## config.mk

```make
export PLATFORM = sky130hd
export DESIGN_NAME = adcsq_core
export DESIGN_NICKNAME = d
export VERILOG_FILES = /design/src/core/adcsq_pkg.sv /design/src/core/adcsq_core.sv /design/src/core/adcsq_result_mem.sv
export SDC_FILE = /design/constraint.sdc
export NUM_CORES = 1
export LEC_CHECK = 0
export BUFFER_PORTS_ARGS = -buffer_cell sky130_fd_sc_hd__buf_2
export CAP_MARGIN = 20
export CORE_MARGIN = 4
export CORE_UTILIZATION = 25
export CTS_CLUSTER_DIAMETER = 120
export CTS_CLUSTER_SIZE = 20
export DETAILED_ROUTE_END_ITERATION = 7
export SLEW_MARGIN = 20
export SYNTH_ARGS = -nofsm -noshare
export SYNTH_HDL_FRONTEND = slang
export SYNTH_SLANG_ARGS = --single-unit
```

## constraint.sdc

```tcl
create_clock -name i_clk -period 5.3 [get_ports i_clk]
set_input_delay 0.795 -clock i_clk [delete_from_list [all_inputs] [get_ports i_clk]]
set_output_delay 0.795 -clock i_clk [all_outputs]
set_load 0.01 [all_outputs]
```

## src/core/adcsq_pkg.sv

```systemverilog
/*
  Shared constants and types for the converter sequencer: register indices,
  field positions, reset values, sequencing counts, states and carriers.
  Assumes an 8-bit register port with a 3-bit register index.
*/
package adcsq_pkg;

  localparam int ADDR_W = 3;
  localparam int DATA_W = 8;

  // Register indices on the register port
  localparam logic [2:0] OFS_STATUS = 3'h0;
  localparam logic [2:0] OFS_CONTROL_ONE = 3'h1;
  localparam logic [2:0] OFS_MODE = 3'h2;
  localparam logic [2:0] OFS_TIMING = 3'h3;
  localparam logic [2:0] OFS_RESULT0 = 3'h4;

  // Status register fields
  localparam int ST_EOC = 0;
  localparam int ST_BUSY = 1;
  localparam int ST_OVF = 2;
  localparam int ST_PTR_LO = 4;

  // Control register one fields
  localparam int C1_EN = 0;
  localparam int C1_INTREF = 1;
  localparam int C1_IRQEN = 2;

  // Mode register fields
  localparam int MD_CHAN_LO = 0;
  localparam int MD_REPEAT = 4;
  localparam int MD_SCAN = 5;
  localparam int MD_START = 7;

  // Timing register fields
  localparam int TM_CDIV_LO = 0;
  localparam int TM_DELAY_LO = 3;

  // Values after reset and on start
  localparam logic [7:0] RST_BYTE = 8'h00;
  localparam logic [1:0] RST_PTR = 2'h0;
  localparam logic [1:0] PTR_ON_START = 2'h3;
  localparam logic [1:0] PTR_LAST = 2'h3;
  localparam logic [2:0] RST_FIELD3 = 3'h0;
  localparam logic [5:0] RST_PRESCALE = 6'h00;

  // Sequencing counts in converter clock ticks
  localparam logic [3:0] CONV_TICKS = 4'ha;
  localparam logic [3:0] CONV_LAST = CONV_TICKS - 4'h1;
  localparam logic [2:0] CDIV_MAX = 3'h6;

  typedef enum logic [1:0] {
    ST_IDLE = 2'b00,
    ST_SAMPLE = 2'b01,
    ST_CONVERT = 2'b10
  } adcsq_state_type;

  typedef struct packed {
    logic en;
    logic [1:0] idx;
    logic [7:0] data;
  } adcsq_res_wr_type;

endpackage

```

## src/core/adcsq_core.sv

```systemverilog
/*
  Sequencer and register file of an eight-input converter: four modes
  (one channel or four-channel scan, once or repeating), sampling delay,
  completion and overrun flags, result pointer and interrupt level.
  Assumes the converter core runs on i_clk and holds a valid result on
  i_conv_result by the tenth converter tick after o_conv_start.
*/
`timescale 1ns/100ps

// Overview of operation
// Software stops start, waits busy low, disables
// Keep enabled for idle under 100 us
// Sampling delay before every conversion
// Each conversion lasts ten converter ticks
// Completion flag set on results, cleared by read
// Two-bit index of last written result
// Interrupt level equals completion flag when enabled
// Any result read drops the interrupt; the code keeps it when a completion sets the flag in the same cycle
// Interrupt drives the fifth controller input line
// Overrun overwrites result and sets overrun flag
// Overrun flag cleared only by writing one; the code also clears it on disable
// Software changes mode only when idle
// Scan steps channels upward modulo eight
// Single conversion fills result zero, clears start
// Repeat single channel fills results cyclically
// Clearing start finishes current conversion, stops
// Single scan converts four channels then stops
// Repeat scan bursts until start cleared
// Four control registers and four results
// Start rising loads result index three
// Disable aborts and clears flags and start
// Busy high only while converting; the code also holds it high through the sampling delay
// Mode fields start7 scan5 repeat4 channel2-0
// Core gets start pulse, channel; returns result
// Prescaler strobe paces all sequencing counters
module adcsq_core (
  // Clock and reset
  input wire logic i_clk,
  input wire logic i_arst_n,
  // Register port
  input wire logic [2:0] i_addr,
  input wire logic [7:0] i_wdata,
  input wire logic i_wr,
  input wire logic i_rd,
  output logic [7:0] o_rdata,
  // Converter core
  output logic o_conv_start,
  output logic [2:0] o_conv_channel,
  input wire logic [7:0] i_conv_result,
  output logic o_core_power,
  output logic o_ref_power,
  // Interrupt controller
  output logic o_converter_irq_line
);

  function automatic logic is_result(input logic [2:0] a);
    return a >= adcsq_pkg::OFS_RESULT0;
  endfunction

  function automatic logic [5:0] div_mask(input logic [2:0] c);
    logic [2:0] s;
    s = (c > adcsq_pkg::CDIV_MAX) ? adcsq_pkg::CDIV_MAX : c;
    return 6'((7'h01 << s) - 7'h01);
  endfunction

  logic converter_enable;
  logic intref;
  logic irq_enable;
  logic start;
  logic scan;
  logic repeat_mode;
  logic [2:0] channel;
  logic [2:0] delay;
  logic [2:0] cdiv;
  logic eoc;
  logic ovf;
  logic [1:0] last_result_index;
  logic [3:0] full;
  adcsq_pkg::adcsq_state_type state;
  logic [3:0] cnt;
  logic [5:0] pre_cnt;
  logic [2:0] cur_chan;
  logic [7:0] reg_q;
  logic rd_mem;
  logic [7:0] mem_q;
  logic [7:0] status_byte;
  logic [7:0] ctrl_byte;
  logic [7:0] mode_byte;
  logic [7:0] timing_byte;
  logic tick;
  logic busy;
  logic [1:0] wr_idx;
  logic complete;
  logic run_on;
  logic set_eoc;
  logic stop_in_sample;
  logic wr_ctrl1;
  logic wr_mode;
  logic wr_timing;
  logic wr_status;
  logic rd_result;
  logic start_rise;
  logic disable_now;
  adcsq_pkg::adcsq_res_wr_type res_wr;

  assign wr_ctrl1 = i_wr && (i_addr == adcsq_pkg::OFS_CONTROL_ONE);
  assign wr_mode = i_wr && (i_addr == adcsq_pkg::OFS_MODE);
  assign wr_timing = i_wr && (i_addr == adcsq_pkg::OFS_TIMING);
  assign wr_status = i_wr && (i_addr == adcsq_pkg::OFS_STATUS);
  assign rd_result = i_rd && is_result(i_addr);
  assign disable_now = wr_ctrl1 && !i_wdata[adcsq_pkg::C1_EN];
  assign start_rise = wr_mode && i_wdata[adcsq_pkg::MD_START] && !start && converter_enable;

  // Converter clock is a strobe, so the whole block stays on one clock
  assign tick = converter_enable && ((pre_cnt & div_mask(cdiv)) == div_mask(cdiv));
  assign busy = (state != adcsq_pkg::ST_IDLE);
  assign wr_idx = last_result_index + 2'h1;
  assign complete = (state == adcsq_pkg::ST_CONVERT) && tick && (cnt == adcsq_pkg::CONV_LAST);
  assign stop_in_sample = (state == adcsq_pkg::ST_SAMPLE) && !start && !scan && !disable_now
                          && !start_rise;

  // Whether another conversion follows the one now completing
  always_comb begin
    if (scan) begin
      run_on = (wr_idx != adcsq_pkg::PTR_LAST) || (repeat_mode && start);
    end else begin
      run_on = repeat_mode && start;
    end
  end

  always_comb begin
    if (scan) begin
      set_eoc = complete && (wr_idx == adcsq_pkg::PTR_LAST);
    end else begin
      set_eoc = complete && (!repeat_mode || !start || (wr_idx == adcsq_pkg::PTR_LAST));
    end
    set_eoc = set_eoc || stop_in_sample;
  end

  always_ff @(posedge i_clk or negedge i_arst_n) begin
    if (!i_arst_n) begin
      pre_cnt <= adcsq_pkg::RST_PRESCALE;
    end else if (!converter_enable) begin
      pre_cnt <= adcsq_pkg::RST_PRESCALE;
    end else begin
      pre_cnt <= pre_cnt + 6'h01;
    end
  end

  // Sequencer
  always_ff @(posedge i_clk or negedge i_arst_n) begin
    if (!i_arst_n) begin
      state <= adcsq_pkg::ST_IDLE;
      cnt <= 4'h0;
      cur_chan <= adcsq_pkg::RST_FIELD3;
      o_conv_start <= 1'b0;
    end else begin
      o_conv_start <= 1'b0;
      if (disable_now) begin
        state <= adcsq_pkg::ST_IDLE;
        cnt <= 4'h0;
      end else if (start_rise) begin
        state <= adcsq_pkg::ST_SAMPLE;
        cnt <= 4'h0;
        cur_chan <= i_wdata[adcsq_pkg::MD_CHAN_LO +: 3];
      end else begin
        unique case (state)
          adcsq_pkg::ST_IDLE: begin
            cnt <= 4'h0;
          end
          adcsq_pkg::ST_SAMPLE: begin
            if (!start && !scan) begin
              state <= adcsq_pkg::ST_IDLE;
            end else if (tick) begin
              if (cnt == {1'b0, delay}) begin
                state <= adcsq_pkg::ST_CONVERT;
                cnt <= 4'h0;
                o_conv_start <= 1'b1;
              end else begin
                cnt <= cnt + 4'h1;
              end
            end
          end
          adcsq_pkg::ST_CONVERT: begin
            if (tick) begin
              if (cnt == adcsq_pkg::CONV_LAST) begin
                cnt <= 4'h0;
                state <= run_on ? adcsq_pkg::ST_SAMPLE : adcsq_pkg::ST_IDLE;
                if (scan) begin
                  // A new burst begins again from the first channel
                  cur_chan <= (wr_idx == adcsq_pkg::PTR_LAST) ? channel
                              : cur_chan + 3'h1;
                end
              end else begin
                cnt <= cnt + 4'h1;
              end
            end
          end
          default: begin
            state <= adcsq_pkg::ST_IDLE;
          end
        endcase
      end
    end
  end

  // Software-owned configuration
  always_ff @(posedge i_clk or negedge i_arst_n) begin
    if (!i_arst_n) begin
      converter_enable <= 1'b0;
      intref <= 1'b0;
      irq_enable <= 1'b0;
      delay <= adcsq_pkg::RST_FIELD3;
      cdiv <= adcsq_pkg::RST_FIELD3;
    end else begin
      if (wr_ctrl1) begin
        converter_enable <= i_wdata[adcsq_pkg::C1_EN];
        intref <= i_wdata[adcsq_pkg::C1_INTREF];
        irq_enable <= i_wdata[adcsq_pkg::C1_IRQEN];
      end
      if (wr_timing) begin
        delay <= i_wdata[adcsq_pkg::TM_DELAY_LO +: 3];
        cdiv <= i_wdata[adcsq_pkg::TM_CDIV_LO +: 3];
      end
    end
  end

  // Mode register; mode fields are trusted to change only while idle
  always_ff @(posedge i_clk or negedge i_arst_n) begin
    if (!i_arst_n) begin
      start <= 1'b0;
      scan <= 1'b0;
      repeat_mode <= 1'b0;
      channel <= adcsq_pkg::RST_FIELD3;
    end else begin
      if (wr_mode) begin
        scan <= i_wdata[adcsq_pkg::MD_SCAN];
        repeat_mode <= i_wdata[adcsq_pkg::MD_REPEAT];
        channel <= i_wdata[adcsq_pkg::MD_CHAN_LO +: 3];
      end
      if (disable_now) begin
        start <= 1'b0;
      end else if (wr_mode) begin
        start <= i_wdata[adcsq_pkg::MD_START] && converter_enable;
      end else if (complete && !repeat_mode && !run_on) begin
        start <= 1'b0;
      end
    end
  end

  // Status flags; a hardware set wins over a read or write-one clear in the same cycle, a disable wins over both
  always_ff @(posedge i_clk or negedge i_arst_n) begin
    if (!i_arst_n) begin
      eoc <= 1'b0;
      ovf <= 1'b0;
      last_result_index <= adcsq_pkg::RST_PTR;
    end else begin
      if (disable_now) begin
        eoc <= 1'b0;
      end else if (set_eoc) begin
        eoc <= 1'b1;
      end else if (rd_result) begin
        eoc <= 1'b0;
      end
      if (disable_now) begin
        ovf <= 1'b0;
      end else if (complete && full[wr_idx]) begin
        ovf <= 1'b1;
      end else if (wr_status && i_wdata[adcsq_pkg::ST_OVF]) begin
        ovf <= 1'b0;
      end
      if (start_rise) begin
        last_result_index <= adcsq_pkg::PTR_ON_START;
      end else if (complete) begin
        last_result_index <= wr_idx;
      end
    end
  end

  // Unread-result markers, one per result register
  for (genvar i = 0; i < 4; i++) begin : g_full
    always_ff @(posedge i_clk or negedge i_arst_n) begin
      if (!i_arst_n) begin
        full[i] <= 1'b0;
      end else if (disable_now) begin
        full[i] <= 1'b0;
      end else if (complete && (wr_idx == 2'(i))) begin
        full[i] <= 1'b1;
      end else if (rd_result && (i_addr[1:0] == 2'(i))) begin
        full[i] <= 1'b0;
      end
    end
  end

  assign res_wr = '{en: complete, idx: wr_idx, data: i_conv_result};

  adcsq_result_mem u_results (
    .i_clk(i_clk),
    .i_arst_n(i_arst_n),
    .i_wr(res_wr),
    .i_rd_en(rd_result),
    .i_rd_idx(i_addr[1:0]),
    .o_rd_data(mem_q)
  );

  always_comb begin
    status_byte = adcsq_pkg::RST_BYTE;
    status_byte[adcsq_pkg::ST_EOC] = eoc;
    status_byte[adcsq_pkg::ST_BUSY] = busy;
    status_byte[adcsq_pkg::ST_OVF] = ovf;
    status_byte[adcsq_pkg::ST_PTR_LO +: 2] = last_result_index;
    ctrl_byte = adcsq_pkg::RST_BYTE;
    ctrl_byte[adcsq_pkg::C1_EN] = converter_enable;
    ctrl_byte[adcsq_pkg::C1_INTREF] = intref;
    ctrl_byte[adcsq_pkg::C1_IRQEN] = irq_enable;
    mode_byte = adcsq_pkg::RST_BYTE;
    mode_byte[adcsq_pkg::MD_START] = start;
    mode_byte[adcsq_pkg::MD_SCAN] = scan;
    mode_byte[adcsq_pkg::MD_REPEAT] = repeat_mode;
    mode_byte[adcsq_pkg::MD_CHAN_LO +: 3] = channel;
    timing_byte = adcsq_pkg::RST_BYTE;
    timing_byte[adcsq_pkg::TM_DELAY_LO +: 3] = delay;
    timing_byte[adcsq_pkg::TM_CDIV_LO +: 3] = cdiv;
  end

  // Read data stand one cycle after the strobe
  always_ff @(posedge i_clk or negedge i_arst_n) begin
    if (!i_arst_n) begin
      reg_q <= adcsq_pkg::RST_BYTE;
      rd_mem <= 1'b0;
    end else begin
      rd_mem <= rd_result;
      if (i_rd) begin
        unique case (i_addr)
          adcsq_pkg::OFS_STATUS: reg_q <= status_byte;
          adcsq_pkg::OFS_CONTROL_ONE: reg_q <= ctrl_byte;
          adcsq_pkg::OFS_MODE: reg_q <= mode_byte;
          adcsq_pkg::OFS_TIMING: reg_q <= timing_byte;
          default: reg_q <= adcsq_pkg::RST_BYTE;
        endcase
      end
    end
  end

  assign o_rdata = rd_mem ? mem_q : reg_q;
  assign o_conv_channel = cur_chan;
  assign o_core_power = converter_enable;
  assign o_ref_power = converter_enable && intref;
  assign o_converter_irq_line = irq_enable && eoc;

  // Checks
  logic [3:0] conv_ticks_h;
  always_ff @(posedge i_clk or negedge i_arst_n) begin
    if (!i_arst_n) begin
      conv_ticks_h <= 4'h0;
    end else if (o_conv_start) begin
      // At the undivided rate the start cycle is itself the first converting tick
      conv_ticks_h <= {3'h0, tick};
    end else if ((state == adcsq_pkg::ST_CONVERT) && tick) begin
      conv_ticks_h <= conv_ticks_h + 4'h1;
    end
  end
endmodule

```

## src/core/adcsq_result_mem.sv

```systemverilog
/*
  Four-entry result store with one write port and a registered read port.
  Assumes writes and reads come from logic on the same clock.
*/
`timescale 1ns/100ps
module adcsq_result_mem (
  // Clock and reset
  input wire logic i_clk,
  input wire logic i_arst_n,
  // Write side
  input wire adcsq_pkg::adcsq_res_wr_type i_wr,
  // Read side
  input wire logic i_rd_en,
  input wire logic [1:0] i_rd_idx,
  output logic [7:0] o_rd_data
);

  logic [7:0] mem [0:3];

  always_ff @(posedge i_clk or negedge i_arst_n) begin
    if (!i_arst_n) begin
      for (int i = 0; i < 4; i++) begin
        mem[i] <= adcsq_pkg::RST_BYTE;
      end
    end else if (i_wr.en) begin
      mem[i_wr.idx] <= i_wr.data;
    end
  end

  // A read in the same cycle as a write to the same entry returns the old value
  always_ff @(posedge i_clk or negedge i_arst_n) begin
    if (!i_arst_n) begin
      o_rd_data <= adcsq_pkg::RST_BYTE;
    end else if (i_rd_en) begin
      o_rd_data <= mem[i_rd_idx];
    end
  end

endmodule

```

==> flow_summary.ini, run 1 <==
[place]
port_buffers = 36
hpwlAfterDp_microns = 7210
place_area_sq_mm = 0.00474
routabilityCongestion = 0.803
placed_cells = 598
dp_slack_ns = 1.76

[clock_tree]
htreeDepth = 3
hold_buffers = 0
root_buffer = clkbuf_16
clkTransAtPathRegs_ns = 0.07
cts_resized = 0
cts_buffer_depth = 2
numCtsBuffers = 9
worstSkewPairLatency_ns = 0.34
cts_setup_buffers = 0
clock_sinks = 87
cts_tree = yes

[yosys]
synth_compound_area_frac = 0.0856
synthMuxAreaShare = 0.229
yosysMostFrequentCell = dfrtp_1
synthTopCellsByArea = dfrtp_1 50%, mux2_2 15%, mux4_2 6.2%, ha_1 3.2%, nand2_1 2.4%
ys_top_cells_by_count = 87 x dfrtp_1, 59 x mux2_2, 28 x nand2_1, 20 x inv_1, 20 x o21ai_0
ys_ff_latch = 87
yosysTopAreaCellShare = 0.501
synth.distinct_cells = 54
synth-simple-area-share = 0.103
ys_async_sr_fraction = 1.00
yosysTopAreaCell = dfrtp_1
ys.flop_type = dfrtp_1
synthCells = 355
syn_area_sq_mm = 0.00434
synthesis.nets = 389
yosys_warnings = 0
synth_top_family_by_area = multiplexers
synthXorXnorAreaFrac = 0.0182
synth_fa_ha_area_frac = 0.0317
synth-edff-count = 0
yosysSeqAreaShare = 0.501
syn_avg_cell_area_sq_um = 12.2

[global_route]
grt.overflow.total = 0
grt_pass1_vias = 3030
antenna_found_initial = 1
grt_max_degree = 88
grt_pass1_wl_microns = 16200
grt_use_total = 0.104

[sta]
relSlewSlack = 0.327
final.setup.worst_slack_ns = 2.08
slew_viol_final = 0
timing.fmax_ghz = 0.311
period_minus_slack_ns = 3.22
worst_pin_slew_ns = 0.996
skew_ns = 0.00656
rsz0062_at_grt = false
fin_crit_sh = 0.607
finalSetupViolations = 0
finalHoldViolCount = 0
tns_ns = 0

[detailed_routing]
viasPerCell = 4.70
antenna_left = 0
wl_microns = 9930
dr_total_vias = 2886
drt-pass1-iter-count = 4
drc = 0
wl_per_cell_microns = 16.2
drt_iter0_drc = 163

[hold_path]
hold_class = in2async

[die]
pin_count = 38
row_count = 47
initial_core_util = 0.258
coreArea_sq_mm = 0.0168
die_height_microns = 140
die_x_microns = 140
die_area_sq_mm = 0.0195

[power]
power_leakage_nw = 2.16
power.density_mw_per_mm2 = 358
worst_ir_drop_vdd_uv = 145

[setup_path]
arrival_ns = 3.44
endpoint_kind = register
start_kind = primary input
worstPathRequired_ns = 5.52
path_max_fanout = 22
crit_type = in2reg

[final_layout]
final_cells = 614
final_nets = 423
num_antenna_cells = 0
area_growth_pct = 15.8
drive_gt1_frac = 0.338
final_area_sq_mm = 0.00503
final_core_util = 0.299

[job]
maxCapViolCount = 0

[run_status]
status = finished, final reports clean
## layer usage
metal,global-route usage,up-vias,part of all wire
met2,0.164,52,0.48
met4,0.0459,2,0.018
met5,0,-,0.0013
li1,-,1343,-
met3,0.0247,13,0.050
met1,0.135,1476,0.45
## flip-flops by register name, indices dropped and copies added, names as in the netlist, 2 cells and up
register / cells
channel: 3
cnt: 4
delay: 3
u_results.o_rd_data: 8
last_result_index: 2
u_results.mem: 32
state: 2
pre_cnt: 6
full: 4
o_conv_channel: 3
cdiv: 3
reg_q: 7
## critical path, stage by stage
cell	delay [ns]
buf_2	0.49
nor4bb_1	0.93
nor2b_1	0.65
o31ai_2	0.23
mux2_2	0.32
## placed cells by master (no fill, tap or decap), drive strengths merged, types with 6 or more instances in the layout
| master | count |
|---|---|
| buf | 36 |
| dfrtp | 87 |
| o21ai | 21 |
| ha | 11 |
| clkbuf | 10 |
| mux4 | 12 |
| inv | 22 |
| nor2b | 6 |
| and2 | 8 |
| a21oi | 10 |
| mux2 | 60 |
| nand2 | 29 |
| nor2 | 9 |
## power by group
part	internal [W]	switching [W]	leakage, nW
Sequential	0.000744	0.0000724	1.07
Clock	0.000332	0.000267	0.135
Combinational	0.000186	0.000199	0.962
Total	0.00126	0.000538	2.16
## logic make-up after synthesis
kind of cell             count (synthesis)
flip-flops                              87
multiplexers                            77
adder cells (fa/ha/maj)                 11
AO/OA/AOI/OAI                           56
AND/OR/NAND/NOR                         82
XOR/XNOR                                 9
buffers and inverters                   33
## area by class of cell
type | instances | area [sq um]
clock inverters | 6 | 42.5
flip-flops and latches | 87 | 2180
repair buffers | 36 | 186
fillers | 1729 | 11800
clock buffers | 10 | 239
inverters | 20 | 75.1
multi-input cells | 235 | 2030
well taps | 220 | 275
## stage by stage
stage | total power [W] | hold slack (ns)
2_1_floorplan | 0.00108 | 0.459
3_3_place_gp | 0.00120 | 0.472
3_5_place_dp | 0.00121 | 0.487
4_1_cts | 0.00181 | 0.502
5_1_grt | 0.00189 | 0.507
6_report | 0.00180 | 0.484
## path summary, 6_finish.rpt
check,cells past startpoint,startpoint,slack [ns],to
worst min-delay path,1,i_arst_n,0.48,u_results.mem[0]$_DFFE_PN0P_
max in group asynchronous,1,i_arst_n,4.26,cnt[1]$_DFFE_PN0P_
worst max-delay path,5,i_addr[0],2.08,o_conv_channel[2]$_DFFE_PN0P_
worst min register to register,1,u_results.mem[9]$_DFFE_PN0P_,0.50,u_results.mem[9]$_DFFE_PN0P_
worst max register to register,5,o_core_power$_DFFE_PN0P_,2.87,u_results.mem[21]$_DFFE_PN0P_
min in group i_clk,1,u_results.mem[9]$_DFFE_PN0P_,0.50,u_results.mem[9]$_DFFE_PN0P_
Power figures use the tool's default switching activity.
==> run 2: changes to the inputs <==
clock period = 3.2 ns   (was 5.3 ns; I/O delays follow)
==> flow_summary.ini, run 2 (same netlist as run 1, synthesis figures left out) <==
[run_status]
status = finished, final reports clean

[setup_path]
path_max_fanout = 10
start_kind = register
rr_startpoint = cdiv[0]$_DFFE_PN0P_
arrival_ns = 2.69
endpoint_kind = register
worstPathCellList = nor2b_1 -> o21ai_0 -> and4b_1 -> nand2_1 -> mux2_2
max_stage_delay_ns = 0.54
cpMaxStageDelayCell = and4b_1
worstPathRequired_ns = 3.42
crit_type = reg2reg
cp-startpoint = cdiv[0]$_DFFE_PN0P_

[detailed_routing]
drt-pass1-iter-count = 4
wl_per_cell_microns = 16.0
drt_iter0_drc = 260
drc = 0
wl_microns = 9880
antenna_left = 0
dr_total_vias = 2869
viasPerCell = 4.64

[die]
row_count = 47
die_area_sq_mm = 0.0195
pin_count = 38
die_x_microns = 140
initial_core_util = 0.258
coreArea_sq_mm = 0.0168
die_height_microns = 140

[clock_tree]
cts_buffer_depth = 2
worstSkewPairLatency_ns = 0.34
cts_resized = 0
numCtsBuffers = 9
cts_tree = yes
clock_sinks = 87
clkTransAtPathRegs_ns = 0.06
root_buffer = clkbuf_16
htreeDepth = 3
cts_setup_buffers = 0
hold_buffers = 0

[final_layout]
multiInputGateArea_sq_mm = 0.00203
seqCellArea_sq_mm = 0.00218
reg.largest.list = u_results.mem x32, u_results.o_rd_data x8, reg_q x7
final_cell_mix = 87 x dfrtp_1, 59 x mux2_2, 35 x buf_2
fillers = 1731
area_growth_pct = 16.2
largest_reg_flops = 32
final_area_sq_mm = 0.00504
largest_register = u_results.mem
layout_commonest_cell = dfrtp_1
drive_gt1_frac = 0.338
final_nets = 427

[sta]
finalSetupViolations = 0
finalHoldViolCount = 0
fin_crit_sh = 0.772
slew_viol_final = 0
rsz0062_at_grt = false
worst_pin_slew_ns = 0.796
timing.fmax_ghz = 0.405
skew_ns = 0.00589
tns_ns = 0
period_minus_slack_ns = 2.47
relSlewSlack = 0.469

[place]
place_area_sq_mm = 0.00477
hpwlAfterDp_microns = 7160
port_buffers = 36
routabilityCongestion = 0.758

[job]
maxCapViolCount = 0

[global_route]
grt_pass1_wl_microns = 16200
grt.overflow.total = 0
antenna_found_initial = 2
grt_max_degree = 88
grt_pass1_vias = 3034
grt_use_total = 0.102

[power]
power_leakage_nw = 2.17
power.density_mw_per_mm2 = 582
worst_ir_drop_vdd_uv = 221

[hold_path]
hold_class = in2async
-- run 2: changes by cell type in the layout (fill, tap and decap cells not counted) --
| cell | change |
|---|---|
| inv_6 | -2 |
| clkbuf_1 | +2 |
| clkinv_2 | -1 |
| buf_4 | +4 |
| diode_2 | +1 |
-- run 2: critical path, delay by kind of cell (launching register included) --
family,cells,cell delay [ns]
compound gates,1,0.46
flops,1,0.41
mux,1,0.40
simple gates,3,1.09
-- run 2: power by group --
part,internal (W),switching (W)
clock,0.000542,0.000407
combinational,0.000309,0.000326
sequential,0.00123,0.000120
-- run 2: per-stage QoR --
stage               worst slack [ns]  power (W)  instances  hold slack (ns)  utilization
global placement               0.772    0.00198        602            0.481        0.284
global route                   0.568    0.00310        617            0.256        0.300
CTS                            0.738    0.00297        617            0.386        0.300
floorplan                       1.22    0.00178        355            0.184            -
detailed placement             0.732    0.00201        602            0.489        0.284
finish                         0.729    0.00294        618            0.184        0.300
-- run 2: per-layer routing --
metal	wire length [microns]	GRT usage	up-vias
met2	4620	0.162	56
met5	21	0	-
met1	4480	0.136	1440
li1	-	-	1354
met4	175	0.0403	4
met3	583	0.0247	15
-- run 2: worst paths after layout --
kind,slack (ns),end,cells after the start
max,0.73,u_results.mem[16]$_DFFE_PN0P_,5
min,0.18,u_results.mem[8]$_DFFE_PN0P_,1
max reg2reg,0.73,u_results.mem[16]$_DFFE_PN0P_,5
max in group asynchronous,2.45,u_results.mem[1]$_DFFE_PN0P_,1
min reg2reg,0.50,u_results.mem[14]$_DFFE_PN0P_,1
min in group i_clk,0.39,delay[0]$_DFFE_PN0P_,2
-- run 2: final cells by class --
class / count / area share
clock buffers: 12 / 0.0489
clock inverters: 3 / 0.00397
multi-input cells: 235 / 0.403
well taps: 220 / 0.0546
inverters: 20 / 0.0149
repair buffers: 40 / 0.0429
flip-flops and latches: 87 / 0.432
diodes: 1 / 0.000496
